### src/inc/sppwb_pkg.sv
// Constants for the servo parameter write-protect bank.
// Assumes a 16-bit parameter word and a word-indexed register port.
package sppwb_pkg;

  // ------------------------------------------------------------------
  // Port geometry
  // ------------------------------------------------------------------
  localparam int ADDR_W = 8;
  localparam int DATA_W = 16;
  localparam int GRP_MSB = 7;
  localparam int GRP_LSB = 6;
  localparam int IDX_W = 6;

  // ------------------------------------------------------------------
  // Parameter groups
  // ------------------------------------------------------------------
  localparam logic [1:0] GRP_BASIC = 2'h0;
  localparam logic [1:0] GRP_GAIN = 2'h1;
  localparam logic [1:0] GRP_EXT = 2'h2;
  localparam logic [1:0] GRP_IO = 2'h3;

  // ------------------------------------------------------------------
  // Basic group indices
  // ------------------------------------------------------------------
  localparam logic [5:0] IDX_CMD_SYS = 6'h01;
  localparam logic [5:0] IDX_REGEN = 6'h02;
  localparam logic [5:0] IDX_POS_SYS = 6'h03;
  localparam logic [5:0] IDX_GEAR_NUM = 6'h06;
  localparam logic [5:0] IDX_GEAR_DEN = 6'h07;
  localparam logic [5:0] IDX_INHIBIT = 6'h13;
  localparam logic [5:0] IDX_STATUS = 6'h30;
  localparam logic [5:0] IDX_MASK = 6'h31;
  localparam logic [5:0] IDX_FLAGS = 6'h32;

  // ------------------------------------------------------------------
  // Reset values
  // ------------------------------------------------------------------
  localparam logic [15:0] RST_INHIBIT = 16'h000c;
  localparam logic [15:0] RST_CMD_SYS = 16'h0000;
  localparam logic [15:0] RST_REGEN = 16'h0000;
  localparam logic [15:0] RST_POS_SYS = 16'h0000;
  localparam logic [15:0] RST_GEAR = 16'h0001;

  // ------------------------------------------------------------------
  // Write-inhibit codes
  // ------------------------------------------------------------------
  localparam logic [15:0] INH_BASIC = 16'h0000;
  localparam logic [15:0] INH_THREE_WR = 16'h000b;
  localparam logic [15:0] INH_ALL = 16'h000c;
  localparam logic [15:0] INH_THREE_RD = 16'h000d;
  localparam logic [15:0] INH_RO_BASIC = 16'h100b;
  localparam logic [15:0] INH_RO_ALL = 16'h100c;

  // ------------------------------------------------------------------
  // Field layout
  // ------------------------------------------------------------------
  localparam int DIGIT_W = 4;
  localparam logic [3:0] DIGIT_ONE = 4'h1;
  localparam int REGEN_W = 4;

  // ------------------------------------------------------------------
  // Gear limits
  // ------------------------------------------------------------------
  localparam logic [15:0] GEAR_MIN = 16'h0001;
  localparam logic [15:0] GEAR_MAX = 16'h4000;
  localparam logic [31:0] RATIO_LIMIT = 32'h0000270f;
  localparam logic [31:0] DEN_STN_LIMIT = 32'h00007fff;
  localparam logic [31:0] PRODUCT_LIMIT = 32'h000186a0;
  localparam int STN_W = 8;

  // ------------------------------------------------------------------
  // Status, mask and flag bits
  // ------------------------------------------------------------------
  localparam int EVT_W = 3;
  localparam int EVT_REF_DENIED = 0;
  localparam int EVT_WR_DENIED = 1;
  localparam int EVT_PARAM_ERR = 2;
  localparam int FLAG_PARAM_ERR = 0;
  localparam int FLAG_PENDING = 1;

endpackage

### src/design/sppwb_access_check.sv
// Grant decode of the write-inhibit word for one access.
// Assumes the active inhibit word, already latched at power-up.
`timescale 1ns/1ps
module sppwb_access_check (
  // Active inhibit word
  input wire logic [15:0] inhibit_i,
  // Access under test
  input wire logic [1:0] group_i,
  input wire logic is_inhibit_reg_i,
  // Grants
  output logic ref_ok_o,
  output logic wr_ok_o
);

  // ------------------------------------------------------------------
  // Grant function
  // ------------------------------------------------------------------
  function automatic logic grant(input logic [15:0] inh, input logic [1:0] grp,
                                 input logic is_inh, input logic want_wr);
    logic ok;
    ok = 1'b0;
    if (inh == sppwb_pkg::INH_BASIC) begin
      ok = (grp == sppwb_pkg::GRP_BASIC);
    end else if (inh == sppwb_pkg::INH_THREE_WR || inh == sppwb_pkg::INH_THREE_RD) begin
      ok = (grp != sppwb_pkg::GRP_IO);
    end else if (inh == sppwb_pkg::INH_ALL) begin
      ok = 1'b1;
    end else if (inh == sppwb_pkg::INH_RO_BASIC) begin
      ok = want_wr ? is_inh : (grp == sppwb_pkg::GRP_BASIC);
    end else if (inh == sppwb_pkg::INH_RO_ALL) begin
      ok = want_wr ? is_inh : 1'b1;
    end else begin
      ok = want_wr & is_inh;
    end
    return ok;
  endfunction

  assign ref_ok_o = grant(inhibit_i, group_i, is_inhibit_reg_i, 1'b0);
  assign wr_ok_o = grant(inhibit_i, group_i, is_inhibit_reg_i, 1'b1);

endmodule

### src/design/sppwb_gear_check.sv
// Electronic gear consistency check.
// Assumes both gear counts already lie in their accepted range.
`timescale 1ns/1ps
module sppwb_gear_check (
  // Gear counts
  input wire logic [15:0] num_i,
  input wire logic [15:0] den_i,
  input wire logic [7:0] stn_i,
  // Result
  output logic gear_err_o
);

  logic [31:0] num_w;
  logic [31:0] den_w;
  logic [31:0] stn_w;
  logic ratio_low;
  logic ratio_high;
  logic stn_over;
  logic prod_over;

  assign num_w = {16'h0000, num_i};
  assign den_w = {16'h0000, den_i};
  assign stn_w = {24'h000000, stn_i};

  // ------------------------------------------------------------------
  // Ratio, station and product limits
  // ------------------------------------------------------------------
  // ratio, station and product limits
  assign ratio_low = (num_w * sppwb_pkg::RATIO_LIMIT) < den_w;
  assign ratio_high = num_w > (den_w * sppwb_pkg::RATIO_LIMIT);
  assign stn_over = (den_w * stn_w) > sppwb_pkg::DEN_STN_LIMIT;
  assign prod_over = (num_w * den_w) > sppwb_pkg::PRODUCT_LIMIT;
  assign gear_err_o = ratio_low | ratio_high | stn_over | prod_over;

endmodule

### src/design/sppwb_bank.sv
// Servo basic-parameter bank with write-inhibit gating of four groups.
// Assumes one clock, synchronous reset, and a power-up load pulse that
// stands for the completion of a power cycle.
`timescale 1ns/1ps
module sppwb_bank #(
  parameter int GRP_WORDS = 16,
  parameter logic [15:0] REGEN_USABLE = 16'h0001
) (
  // Clock and reset
  input wire logic mclk_i,
  input wire logic rst_n_i,
  // Power cycle completed
  input wire logic power_on_load_i,
  // Register port
  input wire logic [7:0] addr_i,
  input wire logic [15:0] wr_data_i,
  input wire logic wr_i,
  input wire logic rd_i,
  output logic [15:0] rd_data_o,
  // System inputs
  input wire logic [7:0] station_count_i,
  // Active settings
  output logic control_kind_o,
  output logic absolute_detect_o,
  output logic [3:0] regen_code_o,
  output logic [15:0] machine_gear_count_o,
  output logic [15:0] motor_gear_count_o,
  output logic [15:0] write_lock_o,
  // Status
  output logic parameter_error_o,
  output logic irq_o
);

  // ------------------------------------------------------------------
  // State
  // ------------------------------------------------------------------
  typedef struct packed {
    logic [15:0] inhibit;
    logic [15:0] cmd_sys;
    logic [15:0] regen;
    logic [15:0] pos_sys;
    logic [15:0] gear_num;
    logic [15:0] gear_den;
  } sppwb_params_s;

  typedef struct packed {
    sppwb_params_s pend;
    sppwb_params_s act;
    logic [2:0][GRP_WORDS-1:0][15:0] ext;
    logic [2:0] status;
    logic [2:0] mask;
    logic err;
    logic [15:0] rdata;
  } sppwb_state_s;

  sppwb_state_s st_q;
  sppwb_state_s st_d;

  localparam sppwb_params_s PARAMS_RST = '{
    inhibit: sppwb_pkg::RST_INHIBIT,
    cmd_sys: sppwb_pkg::RST_CMD_SYS,
    regen: sppwb_pkg::RST_REGEN,
    pos_sys: sppwb_pkg::RST_POS_SYS,
    gear_num: sppwb_pkg::RST_GEAR,
    gear_den: sppwb_pkg::RST_GEAR
  };

  // ------------------------------------------------------------------
  // Address split
  // ------------------------------------------------------------------
  logic [1:0] grp;
  logic [5:0] idx;
  logic is_inh;
  logic is_ctrl;
  logic ext_hit;
  logic [1:0] ext_sel;

  assign grp = addr_i[sppwb_pkg::GRP_MSB:sppwb_pkg::GRP_LSB];
  assign idx = addr_i[sppwb_pkg::IDX_W-1:0];
  assign is_inh = (grp == sppwb_pkg::GRP_BASIC) && (idx == sppwb_pkg::IDX_INHIBIT);
  assign is_ctrl = (grp == sppwb_pkg::GRP_BASIC) &&
                   (idx == sppwb_pkg::IDX_STATUS || idx == sppwb_pkg::IDX_MASK ||
                    idx == sppwb_pkg::IDX_FLAGS);
  assign ext_hit = (grp != sppwb_pkg::GRP_BASIC) && (int'(idx) < GRP_WORDS);
  assign ext_sel = 2'(grp - 2'h1);

  // ------------------------------------------------------------------
  // Grant decode and gear check
  // ------------------------------------------------------------------
  logic ref_ok;
  logic wr_ok;
  logic gear_err;
  logic regen_bad;
  logic err_now;

  sppwb_access_check u_access (
    .inhibit_i(st_q.act.inhibit),
    .group_i(grp),
    .is_inhibit_reg_i(is_inh),
    .ref_ok_o(ref_ok),
    .wr_ok_o(wr_ok)
  );

  sppwb_gear_check u_gear (
    .num_i(st_q.act.gear_num),
    .den_i(st_q.act.gear_den),
    .stn_i(station_count_i),
    .gear_err_o(gear_err)
  );

  assign regen_bad = ~REGEN_USABLE[st_q.act.regen[sppwb_pkg::REGEN_W-1:0]];
  assign err_now = regen_bad | gear_err;

  // ------------------------------------------------------------------
  // Gear range test
  // ------------------------------------------------------------------
  function automatic logic gear_in_range(input logic [15:0] v);
    return (v >= sppwb_pkg::GEAR_MIN) && (v <= sppwb_pkg::GEAR_MAX);
  endfunction

  // ------------------------------------------------------------------
  // Next state
  // ------------------------------------------------------------------
  logic [2:0] evt;
  logic [2:0] clr;
  logic [15:0] flags;

  always_comb begin
    st_d = st_q;
    st_d.rdata = 16'h0000;
    evt = 3'h0;
    clr = 3'h0;
    flags = 16'h0000;
    flags[sppwb_pkg::FLAG_PARAM_ERR] = st_q.err;
    flags[sppwb_pkg::FLAG_PENDING] = (st_q.pend != st_q.act);

    // Writes
    if (wr_i) begin
      if (grp == sppwb_pkg::GRP_BASIC && idx == sppwb_pkg::IDX_STATUS) begin
        clr = wr_data_i[sppwb_pkg::EVT_W-1:0];
      end else if (grp == sppwb_pkg::GRP_BASIC && idx == sppwb_pkg::IDX_MASK) begin
        st_d.mask = wr_data_i[sppwb_pkg::EVT_W-1:0];
      end else if (is_ctrl) begin
        st_d.mask = st_q.mask;
      end else if (!wr_ok) begin
        evt[sppwb_pkg::EVT_WR_DENIED] = 1'b1;
      end else if (grp == sppwb_pkg::GRP_BASIC) begin
        if (idx == sppwb_pkg::IDX_INHIBIT) begin
          st_d.pend.inhibit = wr_data_i;
        end else if (idx == sppwb_pkg::IDX_CMD_SYS) begin
          st_d.pend.cmd_sys = wr_data_i;
        end else if (idx == sppwb_pkg::IDX_REGEN) begin
          st_d.pend.regen = wr_data_i;
        end else if (idx == sppwb_pkg::IDX_POS_SYS) begin
          st_d.pend.pos_sys = wr_data_i;
        end else if (idx == sppwb_pkg::IDX_GEAR_NUM) begin
          if (gear_in_range(wr_data_i)) begin
            st_d.pend.gear_num = wr_data_i;
          end else begin
            evt[sppwb_pkg::EVT_WR_DENIED] = 1'b1;
          end
        end else if (idx == sppwb_pkg::IDX_GEAR_DEN) begin
          if (gear_in_range(wr_data_i)) begin
            st_d.pend.gear_den = wr_data_i;
          end else begin
            evt[sppwb_pkg::EVT_WR_DENIED] = 1'b1;
          end
        end
      end else if (ext_hit) begin
        st_d.ext[ext_sel][idx[$clog2(GRP_WORDS)-1:0]] = wr_data_i;
      end
    end

    // Reads, data one cycle later
    if (rd_i) begin
      if (grp == sppwb_pkg::GRP_BASIC && idx == sppwb_pkg::IDX_STATUS) begin
        st_d.rdata = {13'h0000, st_q.status};
      end else if (grp == sppwb_pkg::GRP_BASIC && idx == sppwb_pkg::IDX_MASK) begin
        st_d.rdata = {13'h0000, st_q.mask};
      end else if (grp == sppwb_pkg::GRP_BASIC && idx == sppwb_pkg::IDX_FLAGS) begin
        st_d.rdata = flags;
      end else if (!ref_ok) begin
        evt[sppwb_pkg::EVT_REF_DENIED] = 1'b1;
      end else if (grp == sppwb_pkg::GRP_BASIC) begin
        if (idx == sppwb_pkg::IDX_INHIBIT) begin
          st_d.rdata = st_q.pend.inhibit;
        end else if (idx == sppwb_pkg::IDX_CMD_SYS) begin
          st_d.rdata = st_q.pend.cmd_sys;
        end else if (idx == sppwb_pkg::IDX_REGEN) begin
          st_d.rdata = st_q.pend.regen;
        end else if (idx == sppwb_pkg::IDX_POS_SYS) begin
          st_d.rdata = st_q.pend.pos_sys;
        end else if (idx == sppwb_pkg::IDX_GEAR_NUM) begin
          st_d.rdata = st_q.pend.gear_num;
        end else if (idx == sppwb_pkg::IDX_GEAR_DEN) begin
          st_d.rdata = st_q.pend.gear_den;
        end
      end else if (ext_hit) begin
        st_d.rdata = st_q.ext[ext_sel][idx[$clog2(GRP_WORDS)-1:0]];
      end
    end

    // pending copy takes effect at power-up
    if (power_on_load_i) begin
      st_d.act = st_d.pend;
    end

    // Error edge and sticky status, set wins
    st_d.err = err_now;
    evt[sppwb_pkg::EVT_PARAM_ERR] = err_now & ~st_q.err;
    st_d.status = (st_q.status & ~clr) | evt;
  end

  // ------------------------------------------------------------------
  // Registers
  // ------------------------------------------------------------------
  always_ff @(posedge mclk_i) begin
    if (!rst_n_i) begin
      st_q.pend <= PARAMS_RST;
      st_q.act <= PARAMS_RST;
      st_q.ext <= '0;
      st_q.status <= 3'h0;
      st_q.mask <= 3'h0;
      st_q.err <= 1'b0;
      st_q.rdata <= 16'h0000;
    end else begin
      st_q <= st_d;
    end
  end

  // ------------------------------------------------------------------
  // Outputs
  // ------------------------------------------------------------------
  assign rd_data_o = st_q.rdata;
  assign control_kind_o = (st_q.act.cmd_sys[sppwb_pkg::DIGIT_W-1:0] == sppwb_pkg::DIGIT_ONE);
  assign absolute_detect_o =
    (st_q.act.pos_sys[sppwb_pkg::DIGIT_W-1:0] == sppwb_pkg::DIGIT_ONE);
  assign regen_code_o = st_q.act.regen[sppwb_pkg::REGEN_W-1:0];
  assign machine_gear_count_o = st_q.act.gear_num;
  assign motor_gear_count_o = st_q.act.gear_den;
  assign write_lock_o = st_q.act.inhibit;
  assign parameter_error_o = st_q.err;
  assign irq_o = |(st_q.status & st_q.mask);

endmodule

### config.mk
export PLATFORM = sky130hd
export DESIGN_NAME = sppwb_bank
export DESIGN_NICKNAME = d
export VERILOG_FILES = /design/src/inc/sppwb_pkg.sv /design/src/design/sppwb_access_check.sv /design/src/design/sppwb_gear_check.sv /design/src/design/sppwb_bank.sv
export SDC_FILE = /design/constraint.sdc
export NUM_CORES = 2
export LEC_CHECK = 0
export BUFFER_PORTS_ARGS = -buffer_cell sky130_fd_sc_hd__buf_4
export CORE_UTILIZATION = 36
export DETAILED_ROUTE_END_ITERATION = 16
export SLEW_MARGIN = 20
export SYNTH_ARGS = -nofsm -noshare
export SYNTH_HDL_FRONTEND = slang
export SYNTH_SLANG_ARGS = --single-unit
export TNS_END_PERCENT = 30
### constraint.sdc
create_clock -name mclk_i -period 8.62 [get_ports mclk_i]
set_input_delay 2.586 -clock mclk_i [delete_from_list [all_inputs] [get_ports mclk_i]]
set_output_delay 2.586 -clock mclk_i [all_outputs]
set_load 0.1 [all_outputs]
Word level (Yosys, flattened, before mapping)
Memories as Yosys holds them, arrays and structs flattened. A register that Yosys moved wholly into a read port is not among the register bits.
Index checks and enable logic that the tools add are counted.
Cells by class
  magnitude comparators: 12
  reduce and logical (&&, ||, !) cells: 20
  eq/ne operators: 18
  bitwise logic cells: 18
  divide/modulo/power cells: 0
  multipliers: 4
  shift operators: 0
  add/subtract/negate cells: 1
  muxes and demuxes: 71
Operators by type and width (number)
  768-bit bitwise mux: 1
  96-bit two-way mux: 6
  256-bit binary-select mux with 2-bit select: 1
  256-bit demux with 2-bit select: 1
  256-bit two-way mux: 2
  16-bit two-way mux: 19
  96-bit inequality test: 1
  80-bit two-way mux: 1
  16-bit binary-select mux with 4-bit select: 1
  16-bit demux with 4-bit select: 1
  64-bit two-way mux: 1
  16-bit by 14-bit multiplier with 30-bit output (second input constant): 2
  16-bit by 4-bit equality test with 1-bit output (second input constant): 3
  48-bit two-way mux: 1
  16-bit by 13-bit equality test with 1-bit output (second input constant): 2
  16-bit by 32-bit greater-than comparator with 1-bit output: 1
  32-bit by 15-bit greater-than comparator with 1-bit output (second input constant): 1
  32-bit by 17-bit greater-than comparator with 1-bit output (second input constant): 1
  32-bit by 16-bit < comparator with 1-bit output: 1
  16-bit by 16-bit multiplier with 32-bit output: 1
  32-bit two-way mux: 1
  1-bit two-way mux: 27
  16-bit by 8-bit multiplier with 24-bit output: 1
  6-bit equality test (second input constant): 3
  32 further kinds: 64
Word-level totals
  bits in latches: 0
  flip-flop bits (word level): 983
  input port bits: 37
  output and inout port bits: 72
  memories: 1
  bits in writable memories: 0
  memory bits (read-only): 16
Memories
  (no name shown): depth 16, bits a word 1, rd ports 1, clocked after Yosys merged registers in 1, write ports 0, RTL line sppwb_bank.sv:111  | assign regen_bad = ~REGEN_USABLE[st_q.act.regen[sppwb_pkg::REGEN_W-1:0]];

Depth between registers and ports, before layout
  word-level depth: 17
  depth in mapped cells: 28

Modules after synthesis
From an unflattened synthesis, not the netlist that was laid out.
Second synthesis, totals
  cell total of the unflattened synthesis: 7684
  area, all modules: 67492.2 sq um
Modules (own cells, without submodules)
  sppwb_bank: sequential area each 19698.9 sq um, instances 1, cells each 4970, area each 44891.8 sq um
  sppwb_gear_check: sequential area each 0.0 sq um, instances 1, cells each 2688, area each 22447.8 sq um
  sppwb_access_check: sequential area each 0.0 sq um, instances 1, cells each 26, area each 152.6 sq um

Worst setup path before layout
No wires, ideal clock.
  path type: flip-flop to flip-flop
  start point: register st_q (netlist bit machine_gear_count_o[5])
  end point: register st_q[22] (netlist name)
  buffers on the path: 3
  stages on the path, launching flop included: 27
  setup time: 0.135 ns
  data arrival time: 7.080 ns
  setup slack: 1.405 ns
  clock period less this slack: 7.215 ns
  path through: dfxtp_1 clkbuf_1 inv_1 clkbuf_1 nor2_1 fa_1 inv_1 fa_1 fa_1 fa_1 inv_1 fa_1 inv_1 fa_1 inv_1 ha_1 buf_2 nand3_1 nor4_2 or3_4 mux2_4 a2bb2oi_1 or4_1 a311oi_1 nand4_1 a41oi_1 o221ai_1
Between the ends
  word-level cells in the longest chain between the ends: 8
Ends and longest elaborated chain
  start: declaration: RTL line sppwb_bank.sv:56  | sppwb_state_s st_q;
  start signal: assignment: RTL line sppwb_bank.sv:227  | st_q <= st_d;
  16-bit by 14-bit multiplier with 30-bit output: RTL line sppwb_gear_check.sv:29  | assign ratio_low = (num_w * sppwb_pkg::RATIO_LIMIT) < den_w;
  32-bit by 16-bit < comparator with 1-bit output: RTL line sppwb_gear_check.sv:29
  1-bit OR (2 in series): RTL line sppwb_gear_check.sv:33  | assign gear_err_o = ratio_low | ratio_high | stn_over | prod_over;
  1-bit OR (*): RTL line sppwb_gear_check.sv:33
  1-bit OR (*): RTL line sppwb_bank.sv:112  | assign err_now = regen_bad | gear_err;
  1-bit bitwise AND (*): RTL line sppwb_bank.sv:210  | evt[sppwb_pkg::EVT_PARAM_ERR] = err_now & ~st_q.err;
  3-bit OR (*): RTL line sppwb_bank.sv:211  | st_d.status = (st_q.status & ~clr) | evt;
Every way passes the cells marked *; elsewhere a longest branch is shown, timed or not.
A chain may end at the register's enable or synchronous reset.

Worst setup path in the final report
  start point: register st_q (netlist bit motor_gear_count_o[1])
  end point: register st_q[22] (netlist name)
Between the ends
  word-level cells in the longest chain between the ends: 8
Ends and longest elaborated chain
  16-bit by 14-bit multiplier with 30-bit output: RTL line sppwb_gear_check.sv:30  | assign ratio_high = num_w > (den_w * sppwb_pkg::RATIO_LIMIT);
  16-bit by 32-bit greater-than comparator with 1-bit output: RTL line sppwb_gear_check.sv:30
  1-bit OR (2 in series): RTL line sppwb_gear_check.sv:33
  1-bit OR (*): RTL line sppwb_gear_check.sv:33
  1-bit OR (*): RTL line sppwb_bank.sv:112
  1-bit bitwise AND (*): RTL line sppwb_bank.sv:210
  3-bit OR (*): RTL line sppwb_bank.sv:211
Marked as above.

==> results.md <==
* Reg2Reg Setup Slack at 350 ps
* Power share of the clock group at around 39%
* Vias at 52,700
* Total track usage at between 20% and 30%
* GRT overflow at 0
* Multi-input logic area at 43,700 µm²
* RSZ-0062 raised after global routing: no
* Post-CTS resize count at 0
* Share of cells above drive strength 1 at just under 10%
* Num rows at 159
* FMAX at 121 MHz
* Most frequent cells in the layout: 984 x dfxtp_1, 843 x nand2_1, 689 x inv_1
* Final Total Pwr at 12.2 mW
* R2R depth at 21
* Post-synthesis simple-gate area fraction at 15.3%
* Largest net degree at the start of global routing at around 280
* Fillcell total at 18,600
* Syn_area_per_cell at 9.39 µm²
* Post-Syn Nets at 8,191
* Vias/cell at 5.46
* Critical path class: reg -> reg
* Largest family of logic cells by synthesized area: adder cells
* Multiplexer share of the synthesized area at 14.8%
* DRC at 0
* Top cells by area, synth: dfxtp_1 29%, fa_1 12%, mux2i_1 7.9%, ha_1 7.6%, mux4_2 6.9%
* Pint at ~8.4 mW
* Hold path endpoint: st_q[34]
* Post-synth top area share at roughly 29%
* Synth Cell Area at 68,700 µm²
* TritonCTS clock tree: built
* Comb pwr share at 23.0%
* Die area at 193,000 µm²
* Cells after Synth at 7,316
* DR pass1 iterations at 6
* Crit-path slowest cell: dfxtp_1
* Post-synth EDFFs at 0
* Yosys warns at 0
* Worst setup SP type: flip-flop
* Initial Util at between 30% and 40%
* Wire per inst at 22.2 µm
* Hold path start: st_q[34]
* CTS buffer count at ~110
* Complex-gate fraction of the synthesized area at between 10% and 20%
* Min-Delay Path Depth at 2
* Max-Cap Viols at 0
* Max stage delay on crit path at 630 ps
* Number of I/O pins at 109
* Seq cells post-synth at ~980
* CP required at 9170 ps
* Least-Margin Pin Slew at 1170 ps
* Setup TNS Final at 0 ps
* Hold buffer count at CTS at 0
* Initial drt markers at 4,260
* Worst hold path class: reg -> reg
* Fin crit period at 8270 ps
* Clk pin slew, worst setup/hold paths at roughly 70 ps
* Cell Chain, Critical Path: nand2_1 > fa_1 > fa_1 > fa_1 > fa_1 > inv_1 > fa_1 > inv_1 > fa_1 > inv_1 > ha_1 > nand3_1 > nor4_2 > or3_4 > mux2_4 > a2bb2oi_1 > or4_1 > a311oi_1 > nand4_1 > a41oi_1 > o221ai_1
* Detail Route Antenna Nets at 0
* Ys flop type: dfxtp_1
* Max_slew headroom at 21.9%
* H-tree levels at 3
* Sequential Power Share at a little under two fifths
* Clock Skew at between 50 and 60 ps
* Root buf cell: clkbuf_16
* Switch Pwr at about 3.8 mW
* Async set-reset flop share out of synthesis at 0%
* Chip width at 439 µm
* Sequential cell area at between 15,000 and 20,000 µm²
* Worst r2r src: motor_gear_count_o[1]
* Yosys top cell by area: dfxtp_1
* Final number of max-transition violations at 0
* Pwr/cell area at 164 nW/µm²
* Outcome: complete, no violations
* Setup violations, final at 0
* Port buffer count at 108
* DP HPWL at 147 mm
* Sw Ratio at 31.3%
* Netlist cell types at 88
* Routed WL at 214 mm
* Total clock sinks at 984
* Routability Congestion at 0.916
* WP data arrival at 8820 ps
* Post-Synth Adder-Cell Area at roughly a fifth
* Most common cell on crit path: fa_1
* Die Ht at 439 µm
* Total Nets Final at 7,934
* Final hold violation count at 0
* Post-CTS Setup Inserts at 0
* Area grow syn2layout at 8.96%
* Commonest non-fill, non-tap cell in the layout: dfxtp_1
* Reg-to-reg endpoint: st_q[22]
* Leakage at 32.7 nW
* Clock buffer depth at 3
* Peak supply drop at 0.147 mV
* First-pass GRT wire length at 328 mm
* Sequential area share after synthesis at 28.7%
* Post-Synth XOR/XNOR Area at 1.82%
* Initial antenna violation count at 10
* CORE AREA at between 150,000 and 200,000 µm²
* Crit share post-route at 96.0%
* Crit. End Element: flip-flop
* Skew-Pair Late Insertion Delay at 740 ps
* Crit-path max FO at 13
* Vias in the first global route at 52,600
[per-layer routing]
layer	track usage (%)	wire length, µm	part of all wire [%]
met2	37.1	103000	48
met1	28.1	89200	42
met3	2.47	12000	5.6
met5	0	17	0.0079
met4	10.0	10100	4.7
[Yosys cell counts (11+ instances only)]
cell / instances
dfxtp_1: 984
nand2_1: 843
inv_1: 689
mux2i_1: 540
nor2b_1: 496
fa_1: 422
clkbuf_1: 417
ha_1: 416
nand3_1: 277
a21boi_0: 261
o21ai_0: 245
nor2_1: 215
mux4_2: 211
a21boi_1: 133
a21oi_1: 118
buf_2: 96
o211a_1: 91
buf_4: 85
xor2_1: 84
and2_1: 67
xnor2_1: 59
o22ai_1: 51
nor3_1: 47
nand4_1: 41
nor4_1: 37
a21o_1: 31
a211oi_1: 24
buf_1: 24
nand2b_1: 21
a221oi_1: 19
a22oi_1: 18
nand3_2: 18
o211ai_1: 18
a221o_1: 15
a31oi_1: 15
o31ai_1: 11
or3_1: 11
[sequential cells by signal, indices dropped and copies added (netlist names), named ones only]
signal and flops:
write_lock_o 16, regen_code_o 4, motor_gear_count_o 16, st_q 914, parameter_error_o 1, rd_data_o 16
machine_gear_count_o 16
[worst max-delay path by stage]
stage                     slack [ps]        to                     from
after floorplan                 1400  st_q[22]  machine_gear_count_o[5]
after global routing              90  st_q[22]    motor_gear_count_o[1]
after global placement           390  st_q[22]       station_count_i[2]
after detailed placement         280  st_q[22]       station_count_i[2]
final                            350  st_q[22]    motor_gear_count_o[1]
after CTS                        440  st_q[22]    motor_gear_count_o[1]
[area by class of cell]
cell class,instances,area share [%]
repair buffers,255,2.69
clock buffers,161,4.31
well taps,2495,4.17
inverters,700,3.51
clock inverters,37,0.639
flip-flops and latches,984,26.3
diodes,4,0.0134
multi-input cells,5010,58.3
[cells by family (layout without fill, tap and decap cells)]
| family | count (synthesis) | in the layout |
|---|---|---|
| AND/OR/NAND/NOR | 2132 | 2132 |
| multiplexers | 754 | 754 |
| buffers and inverters | 1322 | 1153 |
| flip-flops | 984 | 984 |
| adder cells (fa/ha/maj) | 838 | 838 |
| other | 0 | 4 |
| AO/OA/AOI/OAI | 1143 | 1143 |
| XOR/XNOR | 143 | 143 |
[power groups by stage]
stage	clock, mW	combinational, mW	sequential (mW)
after floorplan	0	2.07	4.70
after global placement	0	2.78	4.70
after detailed placement	0	2.80	4.70
after CTS	4.87	2.83	4.60
after global routing	5.07	3.16	4.60
final	4.82	2.82	4.60
[stage by stage]
step / instances / area (µm²) / util [%] / setup WS, ps / hold WS (ps)
finish: 9646 / 74800 / 39.7 / 346 / 451
global route: 9646 / 74800 / 39.7 / 91.6 / 469
floorplan: 7316 / 68700 / - / 1400 / 432
global placement: 9444 / 71100 / 37.7 / 385 / 438
CTS: 9642 / 74800 / 39.7 / 439 / 452
detailed placement: 9444 / 71100 / 37.7 / 283 / 444
[critical path: cells and delay by family (launching register included)]
kind	cells	cell delay (ps)
adder cells (fa/ha/maj)	7	3540
AND/OR/NAND/NOR	6	2140
AO/OA/AOI/OAI	4	1320
flip-flops	1	630
multiplexers	1	290
buffers and inverters	3	150
(Power assumes the default switching activity.)
